[config.mk]
export PLATFORM = sky130hd
export DESIGN_NAME = fanaux_regs
export DESIGN_NICKNAME = d
export VERILOG_FILES = /design/src/core/fanaux_regs.v /design/src/core/fanaux_zone_hyst.v
export VERILOG_INCLUDE_DIRS = /design/src /design/src/core
export SDC_FILE = /design/constraint.sdc
export NUM_CORES = 1
export LEC_CHECK = 0
export ABC_AREA = 1
export BUFFER_PORTS_ARGS = -buffer_cell sky130_fd_sc_hd__buf_2
export CORE_MARGIN = 1
export CORE_UTILIZATION = 29
export CTS_CLUSTER_DIAMETER = 30
export CTS_CLUSTER_SIZE = 8
export DETAILED_ROUTE_END_ITERATION = 10
export PLACE_DENSITY = 0.59
export SLEW_MARGIN = 5
export SYNTH_ARGS = -nofsm -noshare
export SYNTH_HDL_FRONTEND = slang
export SYNTH_SLANG_ARGS = --single-unit
[constraint.sdc]
create_clock -name clk_sys -period 3.3 [get_ports clk_sys]
set_clock_uncertainty 0.05 [all_clocks]
set_input_delay 0.495 -clock clk_sys [delete_from_list [all_inputs] [get_ports clk_sys]]
set_output_delay 0.495 -clock clk_sys [all_outputs]
set_load 0.01 [all_outputs]
[src/core/fanaux_defines.vh]
// Summary of operation
// - After falling below limit, zone fan stays at minimum until limit minus hysteresis.
// - Zone one hysteresis bits 7:4, zone two 3:0 at 6Dh; zone three 7:4 at 6Eh.
// - Lock set makes hysteresis, test and spin-up registers read-only.
// - While start is clear, lockable registers act at defaults though writes are stored.
// - Test bit 0 enables XOR-tree test mode; writing 0 leaves it; default off.
// - Vendor range need not initialise except registers given defaults.
// - Speed mode register: input one 1:0, input two 3:2, inputs three/four 5:4.
// - All four speed modes in low frequency range; only mode 0 in high range.
// - Speed result assumes two pulses per fan revolution.
// - Modes 2 and 3 tie input one to drive one, two to two, three/four to three.
// - Mode 00 is plain pulse detection; result below minimum may be wrong.
// - Mode 01 is plain detection, reports all ones below minimum speed.
// - Modes 10 and 11 extend low range, all ones below minimum speed.
// - Minimum detectable speed depends on drive frequency and mode.
// - Speed mode register stays writable regardless of lock.
// - Spin-up bit clear: spin-up ends only when configured time elapses.
// - Spin-up bit set: ends at speed above minimum or time expiry, whichever first.
// - Reads of undefined addresses return zero.
// - Writes to undefined addresses are ignored without error.
// - Serial bus data and clock pins stay out of the XOR tree.
`ifndef FANAUX_DEFINES_VH
`define FANAUX_DEFINES_VH
`define FANAUX_ADDR_HYST12   8'h6D
`define FANAUX_ADDR_HYST3    8'h6E
`define FANAUX_ADDR_TEST     8'h6F
`define FANAUX_ADDR_TACHMODE 8'h74
`define FANAUX_ADDR_SPINUP   8'h75
`define FANAUX_RST_HYST12    8'h44
`define FANAUX_RST_HYST3     8'h40
`define FANAUX_RST_TEST      8'h00
`define FANAUX_RST_TACHMODE  8'h00
`define FANAUX_RST_SPINUP    8'h07
`define FANAUX_MASK_HYST12   8'hFF
`define FANAUX_MASK_HYST3    8'hF0
`define FANAUX_MASK_TEST     8'h01
`define FANAUX_MASK_TACHMODE 8'h3F
`define FANAUX_MASK_SPINUP   8'h07
`define FANAUX_SPEED_SAT     16'hFFFF
`define FANAUX_PULSES_PER_REV 2
`endif

[src/core/fanaux_regs.v]
`timescale 1ns/1ps
`default_nettype none
`include "fanaux_defines.vh"
module fanaux_regs (
  input  wire        clk_sys,          // System clock, 25 MHz
  input  wire        reset,            // Synchronous reset, active high
  input  wire [7:0]  reg_addr,         // Register address from serial bus engine
  input  wire [7:0]  reg_wdata,        // Write data
  input  wire        reg_wr,           // Write strobe, one cycle
  input  wire        reg_rd,           // Read strobe, one cycle
  output reg  [7:0]  reg_rdata,        // Read data, valid cycle after reg_rd
  input  wire        lock_bit,         // Global lock bit
  input  wire        start_bit,        // Global start bit
  input  wire        pwm_high_range,   // Drive outputs run in high frequency range
  input  wire [23:0] zone_temps,       // Zone temperatures, zone one low byte
  input  wire [23:0] zone_limits,      // Zone fan temperature limits
  input  wire [2:0]  spinup_active,    // Spin-up in progress per drive output
  input  wire [2:0]  spinup_time_done, // Configured spin-up time elapsed per drive
  input  wire [63:0] speed_counts,     // Raw speed counts, input one low word
  input  wire [3:0]  speed_below_min,  // Speed under minimum detectable per input
  output reg  [2:0]  zone_hold_min,    // Zone fan held at minimum duty
  output reg         xor_tree_enable,  // XOR-tree test mode active
  output reg  [1:0]  speed_input_one_mode,          // Effective mode, input one
  output reg  [1:0]  speed_input_two_mode,          // Effective mode, input two
  output reg  [1:0]  speed_inputs_three_four_mode,  // Effective mode, inputs three/four
  output reg  [3:0]  speed_comp_enable, // Drive compensation on per input
  output reg  [63:0] speed_results,     // Reported speed results
  output reg  [2:0]  spinup_end,        // Spin-up termination per drive output
  output reg         xor_tree_serial_excl // Serial bus pins held out of XOR tree
);
  reg  [7:0] hyst12_reg;
  reg  [7:0] hyst3_reg;
  reg  [7:0] test_reg;
  reg  [7:0] tachmode_reg;
  reg  [7:0] spinup_reg;
  reg  [7:0] rdata_next;
  wire [7:0] eff_hyst12;
  wire [7:0] eff_hyst3;
  wire [7:0] eff_test;
  wire [7:0] eff_tachmode;
  wire [7:0] eff_spinup;
  wire [2:0] hold_w;
  wire [1:0] mode_in [0:3];
  reg  [1:0] eff_mode [0:3];
  integer    i;
  integer    j;

  // Register writes; lockable registers frozen by lock, reserved bits dropped
  always @(posedge clk_sys) begin
    if (reset) begin
      hyst12_reg   <= `FANAUX_RST_HYST12;
      hyst3_reg    <= `FANAUX_RST_HYST3;
      test_reg     <= `FANAUX_RST_TEST;
      tachmode_reg <= `FANAUX_RST_TACHMODE;
      spinup_reg   <= `FANAUX_RST_SPINUP;
    end else if (reg_wr) begin
      case (reg_addr)
        `FANAUX_ADDR_HYST12: begin
          if (!lock_bit) begin
            hyst12_reg <= reg_wdata & `FANAUX_MASK_HYST12;
          end
        end
        `FANAUX_ADDR_HYST3: begin
          if (!lock_bit) begin
            hyst3_reg <= reg_wdata & `FANAUX_MASK_HYST3;
          end
        end
        `FANAUX_ADDR_TEST: begin
          if (!lock_bit) begin
            test_reg <= reg_wdata & `FANAUX_MASK_TEST;
          end
        end
        `FANAUX_ADDR_TACHMODE: begin
          tachmode_reg <= reg_wdata & `FANAUX_MASK_TACHMODE;
        end
        `FANAUX_ADDR_SPINUP: begin
          if (!lock_bit) begin
            spinup_reg <= reg_wdata & `FANAUX_MASK_SPINUP;
          end
        end
        default: begin
          hyst12_reg <= hyst12_reg;
        end
      endcase
    end
  end

  // Stored values are readable, but only take effect once start is set
  assign eff_hyst12   = start_bit ? hyst12_reg   : `FANAUX_RST_HYST12;
  assign eff_hyst3    = start_bit ? hyst3_reg    : `FANAUX_RST_HYST3;
  assign eff_test     = start_bit ? test_reg     : `FANAUX_RST_TEST;
  assign eff_tachmode = start_bit ? tachmode_reg : `FANAUX_RST_TACHMODE;
  assign eff_spinup   = start_bit ? spinup_reg   : `FANAUX_RST_SPINUP;

  always @* begin
    case (reg_addr)
      `FANAUX_ADDR_HYST12:   rdata_next = hyst12_reg;
      `FANAUX_ADDR_HYST3:    rdata_next = hyst3_reg & `FANAUX_MASK_HYST3;
      `FANAUX_ADDR_TEST:     rdata_next = test_reg & `FANAUX_MASK_TEST;
      `FANAUX_ADDR_TACHMODE: rdata_next = tachmode_reg & `FANAUX_MASK_TACHMODE;
      `FANAUX_ADDR_SPINUP:   rdata_next = spinup_reg & `FANAUX_MASK_SPINUP;
      default:               rdata_next = 8'h00;
    endcase
  end

  always @(posedge clk_sys) begin
    if (reset) begin
      reg_rdata <= 8'h00;
    end else if (reg_rd) begin
      reg_rdata <= rdata_next;
    end
  end

  fanaux_zone_hyst u_zone_one (
    .clk_sys    (clk_sys),
    .reset      (reset),
    .zone_temp  (zone_temps[7:0]),
    .temp_limit (zone_limits[7:0]),
    .hyst       (eff_hyst12[7:4]),
    .hold_min   (hold_w[0])
  );
  fanaux_zone_hyst u_zone_two (
    .clk_sys    (clk_sys),
    .reset      (reset),
    .zone_temp  (zone_temps[15:8]),
    .temp_limit (zone_limits[15:8]),
    .hyst       (eff_hyst12[3:0]),
    .hold_min   (hold_w[1])
  );
  fanaux_zone_hyst u_zone_three (
    .clk_sys    (clk_sys),
    .reset      (reset),
    .zone_temp  (zone_temps[23:16]),
    .temp_limit (zone_limits[23:16]),
    .hyst       (eff_hyst3[7:4]),
    .hold_min   (hold_w[2])
  );

  // Inputs three and four share one field
  assign mode_in[0] = eff_tachmode[1:0];
  assign mode_in[1] = eff_tachmode[3:2];
  assign mode_in[2] = eff_tachmode[5:4];
  assign mode_in[3] = eff_tachmode[5:4];

  // High range forces mode 0 since compensation cannot track fast drive
  always @* begin
    for (i = 0; i < 4; i = i + 1) begin
      eff_mode[i] = pwm_high_range ? 2'b00 : mode_in[i];
    end
  end

  always @(posedge clk_sys) begin
    if (reset) begin
      zone_hold_min                <= 3'b000;
      xor_tree_enable              <= 1'b0;
      xor_tree_serial_excl         <= 1'b1;
      speed_input_one_mode         <= 2'b00;
      speed_input_two_mode         <= 2'b00;
      speed_inputs_three_four_mode <= 2'b00;
      speed_comp_enable            <= 4'h0;
      speed_results                <= {4{`FANAUX_SPEED_SAT}};
      spinup_end                   <= 3'b000;
    end else begin
      zone_hold_min                <= hold_w;
      xor_tree_enable              <= eff_test[0];
      xor_tree_serial_excl         <= 1'b1;
      speed_input_one_mode         <= eff_mode[0];
      speed_input_two_mode         <= eff_mode[1];
      speed_inputs_three_four_mode <= eff_mode[2];
      // Compensation of input n follows drive n; inputs three/four follow drive three
      for (j = 0; j < 4; j = j + 1) begin
        speed_comp_enable[j] <= eff_mode[j][1];
        // Counts already scaled for two pulses per revolution upstream
        // Frequency-dependent floor is judged upstream and arrives as below_min
        if (eff_mode[j] != 2'b00 && speed_below_min[j]) begin
          speed_results[j*16 +: 16] <= `FANAUX_SPEED_SAT;
        end else begin
          speed_results[j*16 +: 16] <= speed_counts[j*16 +: 16];
        end
      end
      for (j = 0; j < 3; j = j + 1) begin
        if (eff_spinup[j]) begin
          spinup_end[j] <= spinup_active[j] &&
                           (spinup_time_done[j] || !speed_below_min[j]);
        end else begin
          spinup_end[j] <= spinup_active[j] && spinup_time_done[j];
        end
      end
    end
  end
endmodule
`default_nettype wire

[src/core/fanaux_zone_hyst.v]
`timescale 1ns/1ps
`default_nettype none
// One zone: holds fan at minimum between limit and limit minus hysteresis.
module fanaux_zone_hyst (
  input  wire       clk_sys,    // System clock
  input  wire       reset,      // Synchronous reset, active high
  input  wire [7:0] zone_temp,  // Signed zone temperature
  input  wire [7:0] temp_limit, // Signed fan temperature limit
  input  wire [3:0] hyst,       // Hysteresis in degrees
  output wire       hold_min    // Keep fan at minimum duty
);
  reg               was_above_reg;
  wire signed [9:0] t_s;
  wire signed [9:0] lim_s;
  wire signed [9:0] off_s;
  assign t_s   = {{2{zone_temp[7]}}, zone_temp};
  // Every compare must be signed, or a negative temperature would look hot
  assign lim_s = {{2{temp_limit[7]}}, temp_limit};
  // Widened so limit minus 15 never wraps
  assign off_s = lim_s - $signed({6'h00, hyst});
  always @(posedge clk_sys) begin
    if (reset) begin
      was_above_reg <= 1'b0;
    end else if (t_s > lim_s) begin
      was_above_reg <= 1'b1;
    end else if (t_s < off_s) begin
      was_above_reg <= 1'b0;
    end
  end
  assign hold_min = was_above_reg && (t_s >= off_s) && (t_s <= lim_s);
endmodule
`default_nettype wire

==> flow_summary.yaml <==
layout:
  nets: 1219
  area_growth_pct: 28.4
  drive_above_1_share: 0.285
  largest_reg_flops: 64
  final_area_um2: 7490
  final_util: 0.382
  multiInputGateArea_um2: 2900
  regArea_um2: 2200
  finalNonFillerCells: 1280
  fillers: 2075
drt:
  num_vias: 5297
  routed_via_density: 4.14
  drt_iter0_markers: 144
  routed_wl_um: 15900
  ant_nets: 0
  drcViolationCount: 0
  firstDrtPassIters: 4
  wire_per_inst_um: 12.4
synthesis:
  ys_ff_latch: 110
  syn_area_per_cell_um2: 7.46
  synth_enable_flop_cells: 0
  synthCells: 782
  synth_fp_nets: 993
  synth_top_flop_cell: "dfxtp_1"
  synth.cell_area_um2: 5840
  ys_async_sr_fraction: 0
  yosysSeqAreaShare: 0.377
  synth_warnings: 0
  synth.distinct_cells: 43
place:
  dpl.cell_count: 1262
  place_area_um2: 7190
  numPortBuffers: 233
  dp_hpwl_um: 13200
  place.gp.congestion: 0.801
clocking:
  root_buffer: "clkbuf_16"
  cts_made_buffers: 9
  clockBufferDepth: 2
  cts_tree: "done"
  post-cts-setup-buffers: 0
  clk_pin_slew_ns: 0.08
  clk_latency_ns: 0.35
  clkSinkCount: 110
  htreeDepth: 3
  post_cts_resized: 0
  ctsHoldBuffers: 0
sta:
  setup_violations: 0
  worstMarginPinSlew_ns: 0.751
  tns_ns: 0
  fmax_mhz: 356
  post-route-period-util: 0.850
  period_minus_slack_ns: 2.81
  slew_headroom: 0.500
  grt_setup_unrepaired: "false"
  maxSlewViolCount: 0
  hold_violations: 0
  hold_ws_ns: 0.256
pwr:
  irDropWorstVdd_v: 0.000243
  powerDensity_nw_per_um2: 397
  p_leak_nw: 4.09
flow_run:
  drv_cap: 0
critical_path:
  arrival_ns: 3.04
  worst-setup-path-type: "flip-flop to flip-flop"
  startpoint_type: "flip-flop"
  crit_required_ns: 3.54
  cp_max_fo: 3
  crit_path_end_kind: "flip-flop"
die:
  die_h_um: 144
  start_util: 0.298
  core_um2: 19600
  dieWidth_um: 144
  io-pin-count: 235
  row_count: 51
  dieArea_um2: 20700
grt:
  gr-total-overflow: 0
  grt_pass1_wl_um: 23900
  grt_usage: 0.150
  grt_util_met3: 0.0363
  use_met1: 0.192
  top_usage_layer: "met2"
  grt_pass1_vias: 4729
  grtUsageMet2: 0.252
  antenna_found_initial: 3
  grt_max_degree: 33
hold_path:
  hp-class: "primary input to flip-flop"
outcome:
  status: "finished, final reports clean"
power by group:
group          total (mW)  switching [mW]  internal (mW)
sequential           1.39          0.0116           1.38
clock                1.08           0.539          0.538
combinational       0.510           0.294          0.216
cells in the final DEF (no fill, tap or decap), types with 3 or more instances in the layout:
master / n
xnor2_1: 3
a211oi_1: 4
a21oi_2: 8
o21ai_2: 4
a21oi_1: 43
nand2_2: 9
nor4_1: 6
ha_1: 63
nand4_1: 5
dfxtp_1: 110
o21ai_1: 5
inv_1: 147
xor2_1: 8
nor3_1: 3
inv_2: 5
nand2_1: 210
buf_2: 233
fa_1: 3
o21ai_0: 16
nor2_1: 48
clkbuf_16: 9
nand3_1: 37
per-stage QoR:
step / setup WS [ns] / total power [mW]
2_1_floorplan: 0.199 / 1.73
3_3_place_gp: 0.190 / 1.93
3_5_place_dp: 0.139 / 1.94
4_1_cts: 0.480 / 3.02
5_1_grt: 0.191 / 3.16
6_report: 0.495 / 2.98
Yosys cell counts, types with 2 or more instances:
| library cell | count | area, µm² |
|---|---|---|
| o21ai_1 | 5 | 25.0 |
| o22ai_1 | 2 | 12.5 |
| buf_2 | 3 | 15.0 |
| a21oi_2 | 8 | 70.1 |
| ha_1 | 63 | 788 |
| o21a_1 | 2 | 15.0 |
| inv_1 | 147 | 552 |
| or2_2 | 2 | 12.5 |
| nor2_4 | 2 | 22.5 |
| nor2_2 | 2 | 12.5 |
| dfxtp_1 | 110 | 2200 |
| fa_1 | 3 | 60.1 |
| nand2_1 | 210 | 788 |
| nor4_1 | 6 | 37.5 |
| nand3_1 | 37 | 185 |
| o21ai_0 | 16 | 80.1 |
| a211oi_1 | 4 | 30.0 |
| o21ai_2 | 4 | 35.0 |
| xor2_1 | 8 | 70.1 |
| a21oi_1 | 43 | 215 |
| xnor2_1 | 3 | 26.3 |
| inv_2 | 5 | 18.8 |
| buf_6 | 6 | 67.6 |
| nand2_2 | 9 | 56.3 |
| nand4_1 | 5 | 31.3 |
| nor2_1 | 48 | 180 |
| buf_4 | 9 | 67.6 |
| o21bai_1 | 2 | 15.0 |
| a22oi_1 | 2 | 15.0 |
| nor3_1 | 3 | 15.0 |
cell families (layout without fill, tap and decap cells):
family | after synthesis | in the layout | synth area share
compound gates | 91 | 91 | 0.0937
xor+xnor | 11 | 11 | 0.0165
fa+ha+maj | 66 | 66 | 0.145
buf+inv | 173 | 404 | 0.126
flops | 110 | 110 | 0.377
other cells | 1 | 3 | 0.000643
simple gates | 330 | 330 | 0.240
layout make-up:
type,instances,area share
diodes,2,0.000668
clock buffers,9,0.0301
clock inverters,7,0.00985
inverters,154,0.0777
multi-input cells,499,0.387
flip-flops and latches,110,0.294
well taps,265,0.0443
repair buffers,234,0.157
critical path: stages, from the launching register on:
cell and delay, ns:
dfxtp_1 0.38, nand2_1 0.07, inv_1 0.06, ha_1 0.18
fa_1 0.22, nor2_1 0.06, a211oi_1 0.29, nand3_1 0.20
xor2_1 0.18, ha_1 0.29, nand2_1 0.05, inv_1 0.05
nand2_1 0.05, or2_2 0.27, nand3_1 0.10, nand2_1 0.06
nand2_1 0.05, nand2_1 0.05, nor2_1 0.10
worst paths after layout:
path | start | end | slack [ns] | cells after the start
setup / recovery | hyst12_reg[0] | zone_hold_min[1] | 0.49 | 18
hold / removal | speed_counts[5] | speed_results[5] | 0.26 | 3
setup reg to reg | hyst12_reg[0] | zone_hold_min[1] | 0.49 | 18
hold reg to reg | u_zone_two.was_above_reg | zone_hold_min[1] | 0.41 | 2
layer usage:
| metal | part of all wire | vias up |
|---|---|---|
| li1 | - | 2878 |
| met1 | 0.46 | 2291 |
| met2 | 0.48 | 112 |
| met3 | 0.044 | 14 |
| met4 | 0.011 | 2 |
| met5 | 0.00082 | - |
Note: power is estimated with default switching activity, not from simulation.
